File: config.mk
export PLATFORM = sky130hd
export DESIGN_NAME = flk_lock_ctrl
export DESIGN_NICKNAME = d
export VERILOG_FILES = /design/src/flk_pkg.sv /design/src/flk_blk_mem.sv /design/src/flk_lock_ctrl.sv
export SDC_FILE = /design/constraint.sdc
export NUM_CORES = 1
export LEC_CHECK = 0
export BUFFER_PORTS_ARGS = -buffer_cell sky130_fd_sc_hd__buf_2
export CELL_PAD_IN_SITES_DETAIL_PLACEMENT = 0
export CELL_PAD_IN_SITES_GLOBAL_PLACEMENT = 2
export CORE_MARGIN = 2
export CORE_UTILIZATION = 39
export DETAILED_ROUTE_END_ITERATION = 6
export GPL_TIMING_DRIVEN = 0
export PLACE_DENSITY_LB_ADDON = 0.1
export SETUP_SLACK_MARGIN = 0.2
export SLEW_MARGIN = 20
export SYNTH_ARGS = -nofsm -noshare
export SYNTH_HDL_FRONTEND = slang
export SYNTH_HIERARCHICAL = 1
export SYNTH_SLANG_ARGS = --single-unit
File: constraint.sdc
create_clock -name mclk -period 4.3 [get_ports mclk]
set_clock_uncertainty 0.2 [all_clocks]
set_input_delay 0.215 -clock mclk [delete_from_list [all_inputs] [get_ports mclk]]
set_output_delay 0.215 -clock mclk [all_outputs]
set_load 0.005 [all_outputs]
File: src/flk_pkg.sv
// package: constants and carrier types for the flash block lock control
package flk_pkg;
  localparam int unsigned BLK_AW   = 5;             // block index width
  localparam int unsigned NBLK     = 32;            // number of blocks
  localparam int unsigned ADDR_W   = 16;            // word address width
  localparam int unsigned OFS_W    = 11;            // offset bits within block
  localparam logic [7:0] CMD_SETUP = 8'h60;
  localparam logic [7:0] CMD_CLR   = 8'hd0;
  localparam logic [7:0] CMD_LOCK  = 8'h01;
  localparam logic [7:0] CMD_LDOWN = 8'h2f;
  localparam logic [7:0] CMD_ID    = 8'h90;
  localparam logic [7:0] CMD_ARRAY = 8'hff;
  localparam logic [7:0] CMD_STAT  = 8'h70;
  localparam logic [7:0] CMD_CLRST = 8'h50;
  localparam logic [10:0] LOCK_OFS = 11'h002;       // identifier lock word
  localparam logic [2:0] ST_RST    = 3'h1;          // lock=1 ldn=0 hist=0
  localparam int unsigned SR_SEQ   = 5;             // status bit positions
  localparam int unsigned SR_PRG   = 4;
  localparam int unsigned SR_RDY   = 7;

  // per-block volatile state
  typedef struct packed {
    logic hist;   // was [110] before entering locked-down
    logic ldn;    // lock-down bit
    logic lock;   // lock bit
  } flk_blk_t;

  // one host write, already synchronised
  typedef struct packed {
    logic [ADDR_W-1:0] addr;
    logic [7:0]        data;
  } flk_wr_t;

  typedef enum logic [1:0] {RD_ARRAY, RD_STATUS, RD_ID} flk_rmode_t;
endpackage

File: src/flk_blk_mem.sv
// module: per-block lock state store, registered read port
`timescale 1ns/1ps
module flk_blk_mem
(
  input  wire logic                     mclk,
  input  wire logic                     rst_n,
  input  wire logic                     we,
  input  wire logic [flk_pkg::BLK_AW-1:0] waddr,
  input  wire flk_pkg::flk_blk_t        wdata,
  input  wire logic                     wp_fall,
  input  wire logic                     wp_rise,
  input  wire logic [flk_pkg::BLK_AW-1:0] raddr,
  output flk_pkg::flk_blk_t             rdata,
  output flk_pkg::flk_blk_t             cdata
);
  localparam int unsigned BW = flk_pkg::BLK_AW;

  flk_pkg::flk_blk_t mem_ff [flk_pkg::NBLK];

  // combinational view of the commanded block
  assign cdata = mem_ff[waddr];

  // pin edges act on all locked-down blocks at once; commands on one
  genvar g;
  generate
    for (g = 0; g < flk_pkg::NBLK; g++)
    begin : g_blk
      localparam logic [BW-1:0] IDX = BW'(g);
      always_ff @(posedge mclk or negedge rst_n)
      begin
        if (!rst_n)
          mem_ff[g] <= flk_pkg::ST_RST;  // locked, not down
        else if (wp_fall && mem_ff[g].ldn)
          mem_ff[g] <= '{hist: ~mem_ff[g].lock, ldn: 1'b1, lock: 1'b1};
        else if (wp_rise && mem_ff[g].ldn)
          mem_ff[g] <= '{hist: 1'b0, ldn: 1'b1, lock: ~mem_ff[g].hist};
        else if (we && waddr == IDX)
          mem_ff[g] <= wdata;
      end
    end
  endgenerate

  // registered read data
  always_ff @(posedge mclk or negedge rst_n)
  begin
    if (!rst_n)
      rdata <= flk_pkg::ST_RST;
    else
      rdata <= mem_ff[raddr];
  end
endmodule // flk_blk_mem

File: src/flk_lock_ctrl.sv
// module: block lock command decoder, status and identifier read path
`timescale 1ns/1ps
module flk_lock_ctrl
(
  input  wire logic                       mclk,
  input  wire logic                       rst_n,
  input  wire logic                       wr_stb,
  input  wire flk_pkg::flk_wr_t           wr,
  input  wire logic [flk_pkg::ADDR_W-1:0] rd_addr,
  input  wire logic                       wp_pin,
  input  wire logic                       engine_busy,
  input  wire logic                       erase_chk,
  output logic [15:0]                     rd_data,
  output logic                            rd_array,
  output logic                            erase_allowed,
  output logic                            sequence_error_flag,
  output logic                            program_error_flag
);
  localparam int unsigned AW = flk_pkg::ADDR_W;
  localparam int unsigned BW = flk_pkg::BLK_AW;

  // block index of an address
  function automatic logic [BW-1:0] blk_of(input logic [AW-1:0] a);
    blk_of = a[AW-1:flk_pkg::OFS_W];
  endfunction

  // protect pin comes from outside: two flops before use
  logic wp_s1_ff, wp_s2_ff, wp_d_ff;
  always_ff @(posedge mclk or negedge rst_n)
  begin
    if (!rst_n)
    begin
      wp_s1_ff <= 1'b0;
      wp_s2_ff <= 1'b0;
      wp_d_ff  <= 1'b0;
    end
    else
    begin
      wp_s1_ff <= wp_pin;
      wp_s2_ff <= wp_s1_ff;
      wp_d_ff  <= wp_s2_ff;
    end
  end
  // edges count only once the delay flop holds a real pin sample, so a
  // pin already high at reset is not taken for a rise
  logic [2:0] wp_vld_ff;
  always_ff @(posedge mclk or negedge rst_n)
  begin
    if (!rst_n)
      wp_vld_ff <= 3'h0;
    else
      wp_vld_ff <= {wp_vld_ff[1:0], 1'b1};
  end
  wire wp_fall = wp_vld_ff[2] & wp_d_ff & ~wp_s2_ff;
  wire wp_rise = wp_vld_ff[2] & ~wp_d_ff & wp_s2_ff;

  // command state
  logic                    setup_ff;
  logic [BW-1:0]           sblk_ff;
  flk_pkg::flk_rmode_t     mode_ff, nxt_mode;
  logic                    seq_ff, prg_ff;

  wire [7:0]    cd      = wr.data;
  wire [BW-1:0] wblk    = blk_of(wr.addr);
  wire          is_conf = (cd == flk_pkg::CMD_CLR) ||
                          (cd == flk_pkg::CMD_LOCK) ||
                          (cd == flk_pkg::CMD_LDOWN);
  // second write after setup: good only with confirm code in same block
  wire second   = wr_stb & setup_ff;
  wire good_seq = second & is_conf & (wblk == sblk_ff);
  wire bad_seq  = second & ~good_seq;
  wire clr_st   = wr_stb & ~setup_ff & (cd == flk_pkg::CMD_CLRST);

  // current state of the addressed block
  flk_pkg::flk_blk_t cur, upd;
  flk_pkg::flk_blk_t rdq;
  wire guard = cur.ldn & ~wp_s2_ff;  // pin low freezes locked-down
  // next block value for a good confirm; lock-down never cleared
  always_comb
  begin
    upd = cur;
    if (!guard)
    begin
      if (cd == flk_pkg::CMD_CLR)
        upd.lock = 1'b0;
      else if (cd == flk_pkg::CMD_LOCK)
        upd.lock = 1'b1;
      else
      begin
        upd.ldn  = 1'b1;
        upd.lock = 1'b1;
        upd.hist = 1'b0;
      end
    end
  end
  // supply level is not consulted for any lock command
  wire mem_we = good_seq & ~guard;

  flk_blk_mem i_flk_blk_mem
  (
    .mclk    (mclk),
    .rst_n   (rst_n),
    .we      (mem_we),
    .waddr   (wblk),                           // good confirm: same block
    .wdata   (upd),
    .wp_fall (wp_fall),
    .wp_rise (wp_rise),
    .raddr   (blk_of(rd_addr)),
    .rdata   (rdq),
    .cdata   (cur)
  );

  // read mode selection from single-cycle commands
  always_comb
  begin
    nxt_mode = mode_ff;
    if (second)
      nxt_mode = flk_pkg::RD_STATUS;
    else if (wr_stb && cd == flk_pkg::CMD_SETUP)
      nxt_mode = flk_pkg::RD_STATUS;
    else if (wr_stb && cd == flk_pkg::CMD_ARRAY)
      nxt_mode = flk_pkg::RD_ARRAY;
    else if (wr_stb && cd == flk_pkg::CMD_ID)
      nxt_mode = flk_pkg::RD_ID;
    else if (wr_stb && cd == flk_pkg::CMD_STAT)
      nxt_mode = flk_pkg::RD_STATUS;
  end

  // command sequencer and sticky error flags; set wins over clear
  always_ff @(posedge mclk or negedge rst_n)
  begin
    if (!rst_n)
    begin
      setup_ff <= 1'b0;
      sblk_ff  <= '0;
      mode_ff  <= flk_pkg::RD_ARRAY;
      seq_ff   <= 1'b0;
      prg_ff   <= 1'b0;
    end
    else
    begin
      setup_ff <= wr_stb ? (~setup_ff & (cd == flk_pkg::CMD_SETUP))
                         : setup_ff;
      if (wr_stb && !setup_ff)
        sblk_ff <= wblk;
      mode_ff <= nxt_mode;
      seq_ff  <= bad_seq | (seq_ff & ~clr_st);
      prg_ff  <= bad_seq | (prg_ff & ~clr_st);
    end
  end

  // read path; read address offset delayed to match registered rdq
  logic [flk_pkg::OFS_W-1:0] rofs_ff;
  always_ff @(posedge mclk or negedge rst_n)
  begin
    if (!rst_n)
      rofs_ff <= '0;
    else
      rofs_ff <= rd_addr[flk_pkg::OFS_W-1:0];
  end
  wire [15:0] sr_word = {8'h00, ~engine_busy, 1'b0, seq_ff, prg_ff, 4'h0};
  wire        id_hit  = (rofs_ff == flk_pkg::LOCK_OFS);
  wire [15:0] id_word = id_hit ? {14'h0000, rdq.ldn, rdq.lock}
                               : 16'h0000;
  wire [15:0] nxt_rd  = (mode_ff == flk_pkg::RD_STATUS) ? sr_word :
                        (mode_ff == flk_pkg::RD_ID)     ? id_word :
                                                          16'h0000;
  // registered data output
  always_ff @(posedge mclk or negedge rst_n)
  begin
    if (!rst_n)
      rd_data <= 16'h0000;
    else
      rd_data <= nxt_rd;
  end

  assign rd_array = (mode_ff == flk_pkg::RD_ARRAY);
  // erase gate: lock bit alone decides; with the pin high a locked-down block can have lock clear
  assign erase_allowed = erase_chk & ~cur.lock;
  assign sequence_error_flag = seq_ff;
  assign program_error_flag  = prg_ff;

  // assertions
  property p_bad_sets;
    @(posedge mclk) disable iff (!rst_n)
      bad_seq |=> seq_ff && prg_ff;
  endproperty
  a_bad_sets: assert property (p_bad_sets)
    else $error("bad sequence did not set both errors");

  property p_bad_nochange;
    @(posedge mclk) disable iff (!rst_n)
      bad_seq && !wp_fall && !wp_rise
      |=> $stable(i_flk_blk_mem.mem_ff[sblk_ff]);
  endproperty
  a_bad_nochange: assert property (p_bad_nochange)
    else $error("bad sequence changed a block");

  property p_sticky;
    @(posedge mclk) disable iff (!rst_n)
      seq_ff && !clr_st |=> seq_ff;
  endproperty
  a_sticky: assert property (p_sticky)
    else $error("sequence error dropped without clear");

  property p_clear;
    @(posedge mclk) disable iff (!rst_n)
      good_seq && cd == flk_pkg::CMD_CLR && !guard && !wp_fall && !wp_rise
      |=> !i_flk_blk_mem.mem_ff[sblk_ff].lock;
  endproperty
  a_clear: assert property (p_clear)
    else $error("lock clear did not take effect");

  property p_lock;
    @(posedge mclk) disable iff (!rst_n)
      good_seq && cd == flk_pkg::CMD_LOCK && !guard && !wp_fall && !wp_rise
      |=> i_flk_blk_mem.mem_ff[sblk_ff].lock;
  endproperty
  a_lock: assert property (p_lock)
    else $error("lock set did not take effect");

  property p_ldown;
    @(posedge mclk) disable iff (!rst_n)
      good_seq && cd == flk_pkg::CMD_LDOWN && !wp_fall && !wp_rise
      |=> i_flk_blk_mem.mem_ff[sblk_ff].ldn &&
          i_flk_blk_mem.mem_ff[sblk_ff].lock;
  endproperty
  a_ldown: assert property (p_ldown)
    else $error("lock-down did not set both bits");

  property p_guard;
    @(posedge mclk) disable iff (!rst_n)
      good_seq && guard && !wp_fall && !wp_rise
      |=> $stable(i_flk_blk_mem.mem_ff[sblk_ff]);
  endproperty
  a_guard: assert property (p_guard)
    else $error("locked-down block changed while pin low");

  property p_status;
    @(posedge mclk) disable iff (!rst_n)
      second |=> mode_ff == flk_pkg::RD_STATUS;
  endproperty
  a_status: assert property (p_status)
    else $error("read mode not status after lock command");

  property p_array;
    @(posedge mclk) disable iff (!rst_n)
      wr_stb && !setup_ff && cd == flk_pkg::CMD_ARRAY |=> rd_array;
  endproperty
  a_array: assert property (p_array)
    else $error("ffh did not restore array read");

  property p_erase;
    @(posedge mclk) disable iff (!rst_n)
      erase_chk && i_flk_blk_mem.mem_ff[wblk].lock |-> !erase_allowed;
  endproperty
  a_erase: assert property (p_erase)
    else $error("erase allowed on locked block");

  property p_erase_open;
    @(posedge mclk) disable iff (!rst_n)
      erase_chk && !i_flk_blk_mem.mem_ff[wblk].lock |-> erase_allowed;
  endproperty
  a_erase_open: assert property (p_erase_open)
    else $error("erase refused on unlocked block");

  // per-block pin-edge and lock-down checks
  genvar gb;
  generate
    for (gb = 0; gb < flk_pkg::NBLK; gb++)
    begin : g_chk
      property p_fall;
        @(posedge mclk) disable iff (!rst_n)
          wp_fall && i_flk_blk_mem.mem_ff[gb].ldn
          |=> i_flk_blk_mem.mem_ff[gb].lock;
      endproperty
      a_fall: assert property (p_fall)
        else $error("pin fall left a locked-down block open");

      property p_rise;
        @(posedge mclk) disable iff (!rst_n)
          wp_rise && i_flk_blk_mem.mem_ff[gb].ldn &&
          i_flk_blk_mem.mem_ff[gb].hist
          |=> !i_flk_blk_mem.mem_ff[gb].lock;
      endproperty
      a_rise: assert property (p_rise)
        else $error("pin rise kept a block locked that was open");

      property p_ldn_kept;
        @(posedge mclk) disable iff (!rst_n)
          i_flk_blk_mem.mem_ff[gb].ldn |=> i_flk_blk_mem.mem_ff[gb].ldn;
      endproperty
      a_ldn_kept: assert property (p_ldn_kept)
        else $error("lock-down bit dropped without reset");
    end
  endgenerate

  c_bad: cover property (@(posedge mclk) disable iff (!rst_n) bad_seq);
  c_clr: cover property (@(posedge mclk) disable iff (!rst_n)
    good_seq && cd == flk_pkg::CMD_CLR);
  c_ldn: cover property (@(posedge mclk) disable iff (!rst_n)
    good_seq && cd == flk_pkg::CMD_LDOWN);
  c_fall: cover property (@(posedge mclk) disable iff (!rst_n) wp_fall);
endmodule // flk_lock_ctrl

==> reports/results.ini, run 1 <==
[pwr]
p_sw_uw=779
peakVddDrop_v=0.000242
internal_power_uw=2290
swShare=0.254
p_seq_frac=0.413
cellPowerDensity_nw_per_um2=328
pwr-share-comb=0.089
cellLeakagePower_uw=0.00395
p_clk_frac=0.498

[global_routing]
first_global_vias=7042
track_usage=0.274
grt_first_pass_wirelength_um=43900
grt_max_degree=70
grt_antenna_before_repair=1
overflow=0

[die]
die_w_um=146
pin_count=66
design.core.area_um2=19700
start_util=0.401
die_y_um=146
die_area_um2=21400
rows=51

[setup_path]
cp.required_ns=4.40
path_cells=buf_2 > buf_4 > buf_6 > buf_2 > mux4_2 > mux4_2 > mux2_2 > nand2b_1 > and3_2 > nand2_1 > nor2_1 > nand2_1 > o21ai_0 > a21oi_1
cp_max_fo=10
timing.rr.start=i_flk_blk_mem/mem_ff[13]$_DFFE_PN0P_
crit_path_max_incr_delay_ns=0.54
critPathLaunch=wr[20]
endpoint_kind=flip-flop
crit_path_start_kind=primary input
cp.arrival_ns=4.09
cpMaxStageDelayCell=nor2_1
crit_type=primary input to flip-flop

[worst_hold_path]
hold_class=primary input to flip-flop
hold_start=wr[20]

[clocking]
cts_tree=yes
clk_pin_slew_ns=0.06
cts_max_level=4
cts.sinks=130
cts_root_buf=clkbuf_16
cts_buffers=17
cts.path.max_buffers=2
clkLatencyLatePin_ns=0.42
cts_setup_buffers=0

[timing]
hold_violations=0
fmaxAchievable_mhz=251
worst_slew_pin_slew_ns=1.03
layout_min_cycle_time_ns=3.98
setup_viol=0
rsz0062_at_grt=false
timing.final.crit_share=0.926
max_slew_margin=0.310
maxSlewViolCount=0
fin_tns_setup_ns=0

[logic_synthesis]
synth_area_um2=7880
syn_area_per_cell_um2=9.69
syn_inst=813
ys.warnings.count=6

[flow_run]
maxCapViolations=0

[final_layout]
area_growth_pct=18.8
final_nets=951
layout_common_cells=134 x nand2_1, 97 x dfrtp_1, 75 x o21ai_0
drive_gt1_frac=0.223
layout_commonest_cell=nand2_1
diodes=0
fin_util=0.476

[placement]
numPortBuffers=39
gp_congestion=1.01
hpwl_um=20800

[routing]
vias=7274
drtIter0Drc=641
first_pass_iters=5
antenna_left=0
wl_per_cell_um=24.3
viasPerCell=6.15
route.detailed.drc=0
totalWireLength_um=28800

[status]
status=completed

[flip-flops by register name, indices dropped and copies added, names as in the netlist]
register and flops:
wp_s2_ff 1, sblk_ff 5, wp_s1_ff 1, rd_data 5
rofs_ff 11, wp_vld_ff 3, i_flk_blk_mem/rdata 2, setup_ff 1
wp_d_ff 1, mode_ff 2, i_flk_blk_mem/mem_ff 96, sequence_error_flag 1
program_error_flag 1
[power groups by stage]
| stage | Sequential, uW | Clock, uW | Combinational [uW] |
|---|---|---|---|
| detailed placement | 1290 | 0 | 257 |
| global route | 1270 | 1610 | 294 |
| floorplan | 1280 | 0 | 133 |
| finish | 1270 | 1530 | 272 |
| global placement | 1290 | 0 | 251 |
| CTS | 1270 | 1560 | 273 |
[path summary, 6_finish.rpt]
check | to | slack (ns) | cells after the start
min in group asynchronous | setup_ff$_DFFE_PN0P_ | 0.12 | 2
worst max-delay path | i_flk_blk_mem/mem_ff[50]$_DFFE_PN0P_ | 0.32 | 14
max in group asynchronous | i_flk_blk_mem/mem_ff[21]$_DFFE_PN1P_ | 3.02 | 3
worst max register to register | i_flk_blk_mem/mem_ff[50]$_DFFE_PN0P_ | 0.47 | 10
worst min register to register | wp_vld_ff[1]$_DFF_PN0_ | 0.15 | 0
worst min-delay path | program_error_flag$_DFF_PN0_ | 0.04 | 4
[stage by stage]
step,worst slack (ns),hold slack [ns],instances,total power (uW),instance area (um^2)
after floorplan,1.02,-0.281,823,1420,7920
after global placement,-0.271,0.124,1127,1540,8440
after detailed placement,-0.289,-0.00529,1128,1540,8480
after CTS,0.205,0.0238,1183,3100,9340
after global routing,0.206,0.0786,1183,3180,9360
final,0.318,0.0405,1183,3070,9360
[worst max-delay path, delay by kind of cell]
| kind | cells | cell delay [ns] |
|---|---|---|
| AOI/OAI and AO/OA | 2 | 0.30 |
| muxes | 3 | 1.21 |
| and+or+nand+nor | 5 | 1.41 |
| buffers and inverters | 4 | 0.93 |
[metal layers]
| layer | global-route usage | vias to the layer above | part of all wire |
|---|---|---|---|
| met4 | 0.100 | 2 | 0.031 |
| met2 | 0.429 | 365 | 0.46 |
| met3 | 0.0459 | 64 | 0.071 |
| li1 | - | 3182 | - |
| met5 | 0 | - | 0.00028 |
| met1 | 0.384 | 3661 | 0.44 |
[final cells by class]
class,instances,area [um^2]
tap,265,332
buffer,63,334
clock buffer,18,439
multi-input combinational,625,4300
sequential,130,3290
timing repair buffer,63,463
clock inverter,14,178
fill,1886,10300
inverter,5,18.8
[repair_timing]
item,4_1_cts,5_1_grt
setup endpoints to repair,6,53
gates resized for setup,2,12
gates cloned,0,0
hold buffers,23,0
endpoints found under the hold margin,92,0
Power figures use the tool's default switching activity.
==> run 2: changes to the inputs <==
--- a/config.mk
+++ b/config.mk
@@ -13,6 +13,7 @@
 export DETAILED_ROUTE_END_ITERATION = 6
 export GPL_TIMING_DRIVEN = 0
 export PLACE_DENSITY_LB_ADDON = 0.1
+export RECOVER_POWER = 50
 export SETUP_SLACK_MARGIN = 0.2
 export SLEW_MARGIN = 20
 export SYNTH_ARGS = -nofsm -noshare
==> run 2 against run 1 <==
Compared with the run above:
- the flow now finishes with violations (capacitance limit, slew limit)
- fmax about the same
- total power is essentially flat
- sequential share of layout area about the same
- register-to-register slack is essentially flat
- first-iteration DRC count is the same
- sequential power hardly changed
- clock-buffer cell count is the same
- wire length decreased by 0.11%
- critical endpoint unchanged
- hold slack about the same
- non-clock buffer count unchanged
- sequential cell count did not move
==> reports/results.ini, run 2 (synthesized netlist as in run 1, its figures left out) <==
[final_layout]
diodes=0  ; unchanged
multi_input_area_um2=4300  ; unchanged
stdcell_area_um2=9360  ; about the same
seq_area_um2=3290  ; unchanged
largest-register=i_flk_blk_mem/mem_ff
area_growth_pct=18.8  ; about the same
final_nets=951  ; unchanged
layout_commonest_cell=nand2_1
layout_common_cells=134 x nand2_1, 97 x dfrtp_1, 75 x o21ai_0
fin_util=0.476  ; about the same
reg_top3=i_flk_blk_mem/mem_ff: 96 flops, rofs_ff: 11 flops
final-instance-count-excl-fill=1183  ; unchanged
largest_reg_flops=96  ; unchanged
drive_gt1_frac=0.222  ; -0.00109
num-fill-cells=1887  ; +0.053%

[global_routing]
grt_max_degree=70  ; unchanged
track_usage=0.274  ; unchanged
grt_antenna_before_repair=1  ; unchanged
overflow=0  ; unchanged
first_global_vias=7042  ; unchanged
grt_first_pass_wirelength_um=43900  ; unchanged

[die]
die_y_um=146  ; unchanged
pin_count=66  ; unchanged
rows=51  ; unchanged
die_w_um=146  ; unchanged
die_area_um2=21400  ; unchanged
design.core.area_um2=19700  ; unchanged
start_util=0.401  ; unchanged

[setup_path]
crit_type=primary input to flip-flop
path_buf_inv=4  ; unchanged
cp.arrival_ns=4.09  ; about the same
cp_max_fo=10  ; unchanged
crit_path_max_incr_delay_ns=0.54  ; about the same
crit_path_start_kind=primary input
critPathTopFamily=simple AND/OR/NAND/NOR gates
path_cells=buf_2 > buf_4 > buf_6 > buf_2 > mux4_2 > mux4_2 > mux2_2 > nand2b_1 > and3_2 > nand2_1 > nor2_1 > nand2_1 > o21ai_0 > a21oi_1
endpoint_kind=flip-flop
cpMaxStageDelayCell=nor2_1
cp.required_ns=4.40  ; about the same

[routing]
viasPerCell=6.12  ; -0.52%
drtIter0Drc=641  ; unchanged
antenna_left=0  ; unchanged
route.detailed.drc=0  ; unchanged
wl_per_cell_um=24.3  ; -0.11%
vias=7236  ; -0.52%
first_pass_iters=5  ; unchanged
totalWireLength_um=28800  ; -0.11%

[status]
status=finished with violations
violations=capacitance limit, slew limit

[clocking]
cts_root_buf=clkbuf_16
clkLatencyLatePin_ns=0.42  ; about the same
cts_setup_buffers=0  ; unchanged
cts_buffers=17  ; unchanged
clk_pin_slew_ns=0.06  ; about the same
cts_tree=yes
cts.path.max_buffers=2  ; unchanged
cts.sinks=130  ; unchanged
cts_max_level=4  ; unchanged

[timing]
worst_slew_pin_slew_ns=3.09  ; +2.06 ns
fmaxAchievable_mhz=251  ; about the same
max_slew_margin=-1.06  ; -1.37
maxSlewViolCount=62  ; +62
rsz0062_at_grt=false
timing.final.crit_share=0.926  ; about the same
holdWs_ns=0.0408  ; +0.000315 ns
hold_violations=0  ; unchanged
fin_ws_ns=0.317  ; -0.000911 ns
setup_viol=0  ; unchanged
layout_min_cycle_time_ns=3.98  ; +0.000911 ns

[pwr]
peakVddDrop_v=0.000242  ; -0.12%
cellLeakagePower_uw=0.00396  ; +0.14%
cellPowerDensity_nw_per_um2=327  ; about the same

[placement]
dp_slack_ns=-0.289  ; unchanged
numPortBuffers=39  ; unchanged
placed_cells=1128  ; unchanged
hpwl_um=20800  ; unchanged
gp_congestion=1.01  ; unchanged
place_area_um2=8480  ; unchanged

[flow_run]
maxCapViolations=1  ; +1

[worst_hold_path]
hold_class=primary input to flip-flop

run 2: worst register-to-register path, cell delays in order, from the launching register on:
cell	delay [ns]
dfrtp_1	0.45
mux4_2	0.53
mux4_2	0.51
mux2_2	0.31
nand2b_1	0.17
and3_2	0.33
nand2_1	0.17
nor2_1	0.54
nand2_1	0.20
o21ai_0	0.22
a21oi_1	0.08
run 2: area by class of cell:
type,instances,area share
clock inverter,14,0.0190
tap,265,0.0354
buffer,63,0.0357
multi-input combinational,625,0.460
clock buffer,18,0.0469
sequential,130,0.352
inverter,5,0.00201
timing repair buffer,63,0.0492
run 2: through the flow:
step | total power, uW | setup TNS [ns]
floorplan | 1420 | 0
global placement | 1540 | -6.79
detailed placement | 1540 | -8.26
CTS | 3100 | 0
global route | 3180 | 0
finish | 3060 | 0
run 2: repair_timing:
item                                    CTS  global route
pin swaps                                 0             0
hold endpoints to repair                 92             0
endpoints found under the setup margin    6            53
hold buffers                             23             0
resized for setup                         2            12
run 2: report_power, final:
| part | switching (uW) | total (uW) | internal [uW] |
|---|---|---|---|
| Sequential | 16.4 | 1270 | 1250 |
| Clock | 591 | 1530 | 934 |
| Combinational | 170 | 272 | 102 |
| Total | 777 | 3060 | 2290 |
run 2: layer usage:
metal  part of all wire  up-vias  global-route usage
li1                   -     3178                   -
met1               0.44     3648               0.384
met2               0.46      350               0.429
met3              0.072       58              0.0459
met4              0.029        2               0.100
met5            0.00028        -                   0
run 2: path summary, 6_finish.rpt:
kind | start | end | slack (ns) | depth (start not counted)
hold reg to reg | wp_vld_ff[0]$_DFF_PN0_ | wp_vld_ff[1]$_DFF_PN0_ | 0.15 | 0
setup reg to reg | i_flk_blk_mem/mem_ff[1]$_DFFE_PN0P_ | i_flk_blk_mem/mem_ff[50]$_DFFE_PN0P_ | 0.47 | 10
min in group asynchronous | rst_n | setup_ff$_DFFE_PN0P_ | 1.26 | 2
max in group asynchronous | rst_n | i_flk_blk_mem/mem_ff[77]$_DFFE_PN0P_ | 0.85 | 2
setup / recovery | wr[20] | i_flk_blk_mem/mem_ff[50]$_DFFE_PN0P_ | 0.32 | 14
hold / removal | wr[20] | program_error_flag$_DFF_PN0_ | 0.04 | 4
==> run 3: changes to the inputs <==
--- a/config.mk
+++ b/config.mk
@@ -5,17 +5,18 @@
 export SDC_FILE = /design/constraint.sdc
 export NUM_CORES = 1
 export LEC_CHECK = 0
+export ABC_AREA = 1
 export BUFFER_PORTS_ARGS = -buffer_cell sky130_fd_sc_hd__buf_2
 export CELL_PAD_IN_SITES_DETAIL_PLACEMENT = 0
 export CELL_PAD_IN_SITES_GLOBAL_PLACEMENT = 2
 export CORE_MARGIN = 2
-export CORE_UTILIZATION = 39
+export CORE_UTILIZATION = 34
 export DETAILED_ROUTE_END_ITERATION = 6
 export GPL_TIMING_DRIVEN = 0
 export PLACE_DENSITY_LB_ADDON = 0.1
 export RECOVER_POWER = 50
 export SETUP_SLACK_MARGIN = 0.2
-export SLEW_MARGIN = 20
+export SLEW_MARGIN = 40
 export SYNTH_ARGS = -nofsm -noshare
 export SYNTH_HDL_FRONTEND = slang
 export SYNTH_HIERARCHICAL = 1
==> run 3 against run 2 <==
Compared with the run above:
- via count rose by 17%
- the flow still finishes with violations (capacitance limit, slew limit)
- sequential share of layout area shrank 1.2 points
- core utilization is 6.6 points lower
- highest routed layer is now met4
- register-to-register slack better by 0.52 ns
- die area up 19%
- global-route usage fell by 1.8 points
- cell count grew 41%
- wire length rose by 11%
- total power grew 57%
==> reports/results.ini, run 3 <==
[pwr]
peakVddDrop_v=0.000225  ; -7.1%
pwr-share-comb=0.256  ; +0.167
cellLeakagePower_uw=0.00497  ; +25%
p_sw_uw=1850  ; +140%
internal_power_uw=2940  ; +29%
cellPowerDensity_nw_per_um2=495  ; +51%
swShare=0.386  ; +0.132
p_seq_frac=0.441  ; +0.028
p_clk_frac=0.304  ; -0.194

[routing]
viasPerCell=5.07  ; -17%
route.detailed.drc=0  ; unchanged
drtIter0Drc=702  ; +9.5%
vias=8443  ; +17%
antenna_left=0  ; unchanged
totalWireLength_um=32000  ; +11%
first_pass_iters=6  ; +1
wl_per_cell_um=19.2  ; -21%

[final_layout]
final-instance-count-excl-fill=1665  ; +41%
drive_gt1_frac=0.132  ; -0.0900
layout_commonest_cell=nand2_1
final_nets=1379  ; +45%
largest_reg_flops=96  ; unchanged
layout_common_cells=503 x nand2_1, 101 x nor2_1, 97 x dfrtp_1
diodes=0  ; unchanged
reg_top3=i_flk_blk_mem/mem_ff: 96 flops, rofs_ff: 11 flops
area_growth_pct=17.9
largest-register=i_flk_blk_mem/mem_ff

[clocking]
cts_setup_buffers=0  ; unchanged
cts.sinks=130  ; unchanged
clkLatencyLatePin_ns=0.43  ; about the same
cts.path.max_buffers=2  ; unchanged
cts_max_level=4  ; unchanged
cts_root_buf=clkbuf_16
cts_buffers=17  ; unchanged
cts_tree=yes
clk_pin_slew_ns=0.07  ; about the same

[flow_run]
maxCapViolations=1  ; unchanged

[timing]
layout_min_cycle_time_ns=3.77  ; -0.210 ns
setup_viol=0  ; unchanged
timing.final.crit_share=0.877  ; -0.0489
rsz0062_at_grt=false
max_slew_margin=-1.03  ; +0.0273
fin_tns_setup_ns=0  ; unchanged
hold_violations=0  ; unchanged
worst_slew_pin_slew_ns=3.05  ; -0.0410 ns
maxSlewViolCount=60  ; -3.2%
fmaxAchievable_mhz=265  ; +5.6%

[logic_synthesis]
syn_inst=1240  ; +53%
ys.warnings.count=6  ; unchanged
syn_area_per_cell_um2=6.62  ; -32%
synth_area_um2=8210  ; +4.3%

[worst_hold_path]
hold_class=primary input to flip-flop
min_path_cells=5  ; +1

[global_routing]
first_global_vias=7958  ; +13%
use_met1=0.347  ; -0.0375
grt_busiest_layer=met2
track_usage=0.256  ; -0.0178
grt_max_degree=72  ; +2.9%
grt_antenna_before_repair=0  ; -1
gr-usage-met3=0.0466  ; +0.000689
grt_first_pass_wirelength_um=48600  ; +11%
overflow=0  ; unchanged
gr-usage-met2=0.412  ; -0.0174

[die]
rows=56  ; +9.8%
die_w_um=159  ; +9.1%
pin_count=66  ; unchanged
design.core.area_um2=23600  ; +20%
die_y_um=159  ; +9.1%
start_util=0.348  ; -0.0529
die_area_um2=25400  ; +19%

[setup_path]
worst_r2r_path_depth=17  ; +7
cp_max_fo=10  ; unchanged
cp.required_ns=4.41  ; about the same
endpoint_kind=flip-flop
cp.arrival_ns=3.88  ; -0.21 ns
crit_path_start_kind=primary input
crit_type=primary input to flip-flop

[placement]
hpwl_um=23000  ; +10%
numPortBuffers=42  ; +7.7%
gp_congestion=0.925  ; -8.0%
placed_cells=1612  ; +43%

[status]
violations=capacitance limit, slew limit
status=finished with violations

## run 3: cell types whose count changed in the layout (fill, tap and decap cells not counted), moves of 30 or more
cell / before / now
mux4_2: 44 / 0
nand2_1: 134 / 503
a211oi_1: 33 / 0
a21oi_1: 35 / 74
nor2_1: 51 / 101
nand3_1: 37 / 86
o22ai_1: 2 / 32
nand3b_1: 34 / 0
inv_1: 4 / 85
## run 3: layout make-up
type | instances | area, um^2
repair buffers | 64 | 450
clock buffers | 17 | 425
fillers | 2597 | 13900
multi-input cells | 964 | 4250
well taps | 319 | 399
flip-flops and latches | 130 | 3290
inverters | 95 | 357
clock inverters | 15 | 150
plain buffers | 61 | 360
## run 3: per-layer routing
layer	vias to the layer above	wire length (um)
li1	4188	-
met1	3968	14700
met2	246	14500
met3	41	1990
met4	0	864
met5	-	0
## run 3: final timing paths
| path | end | slack [ns] | start |
|---|---|---|---|
| min | i_flk_blk_mem/rdata[0]$_DFF_PN1_ | 0.03 | rd_addr[14] |
| min reg2reg | wp_s2_ff$_DFF_PN0_ | 0.15 | wp_s1_ff$_DFF_PN0_ |
| min in group asynchronous | i_flk_blk_mem/mem_ff[41]$_DFFE_PN0P_ | 1.23 | rst_n |
| max in group asynchronous | i_flk_blk_mem/mem_ff[95]$_DFFE_PN0P_ | 0.91 | rst_n |
| max reg2reg | i_flk_blk_mem/mem_ff[59]$_DFFE_PN0P_ | 0.99 | i_flk_blk_mem/mem_ff[25]$_DFFE_PN0P_ |
| max | i_flk_blk_mem/mem_ff[59]$_DFFE_PN0P_ | 0.53 | wr[20] |
## run 3: per-stage QoR
stage / hold WS, ns / utilization / total power [uW] / instance area (um^2) / setup slack, ns
5_1_grt: 0.0675 / 0.410 / 5120 / 9680 / 0.257
6_report: 0.0320 / 0.410 / 4800 / 9680 / 0.527
2_1_floorplan: -0.281 / - / 2800 / 8250 / 1.81
3_3_place_gp: 0.123 / 0.375 / 3310 / 8860 / 0.479
3_5_place_dp: 0.000765 / 0.377 / 3330 / 8900 / 0.543
4_1_cts: 0.0248 / 0.410 / 4820 / 9690 / 0.422
## run 3: power by group through the flow
| stage | registers, uW | clock network (uW) | logic, uW |
|---|---|---|---|
| after global routing | 2170 | 1540 | 1420 |
| after detailed placement | 2120 | 0 | 1210 |
| after global placement | 2120 | 0 | 1180 |
| after floorplan | 1920 | 0 | 887 |
| after CTS | 2100 | 1490 | 1220 |
| final | 2110 | 1460 | 1230 |
## run 3: critical path: stages
cell and delay (ns):
dlygate4sd3_1 0.53, buf_2 0.16, buf_4 0.21, buf_1 0.33, nand2_1 0.16, nand2_1 0.07, nand2_1 0.10, nand3_1 0.08
nor2_1 0.17, nor2_1 0.08, inv_1 0.07, nor2_1 0.06, o21ai_0 0.31, inv_1 0.15, inv_1 0.11, clkbuf_1 0.68
o22ai_1 0.21, nand2_1 0.11, o21ai_0 0.08
## run 3: what timing repair did
item / 4_1_cts / 5_1_grt
setup endpoints to repair: 0 / 5
endpoints found under the hold margin: 84 / 0
gates resized for setup: 0 / 2
hold buffers: 21 / 0
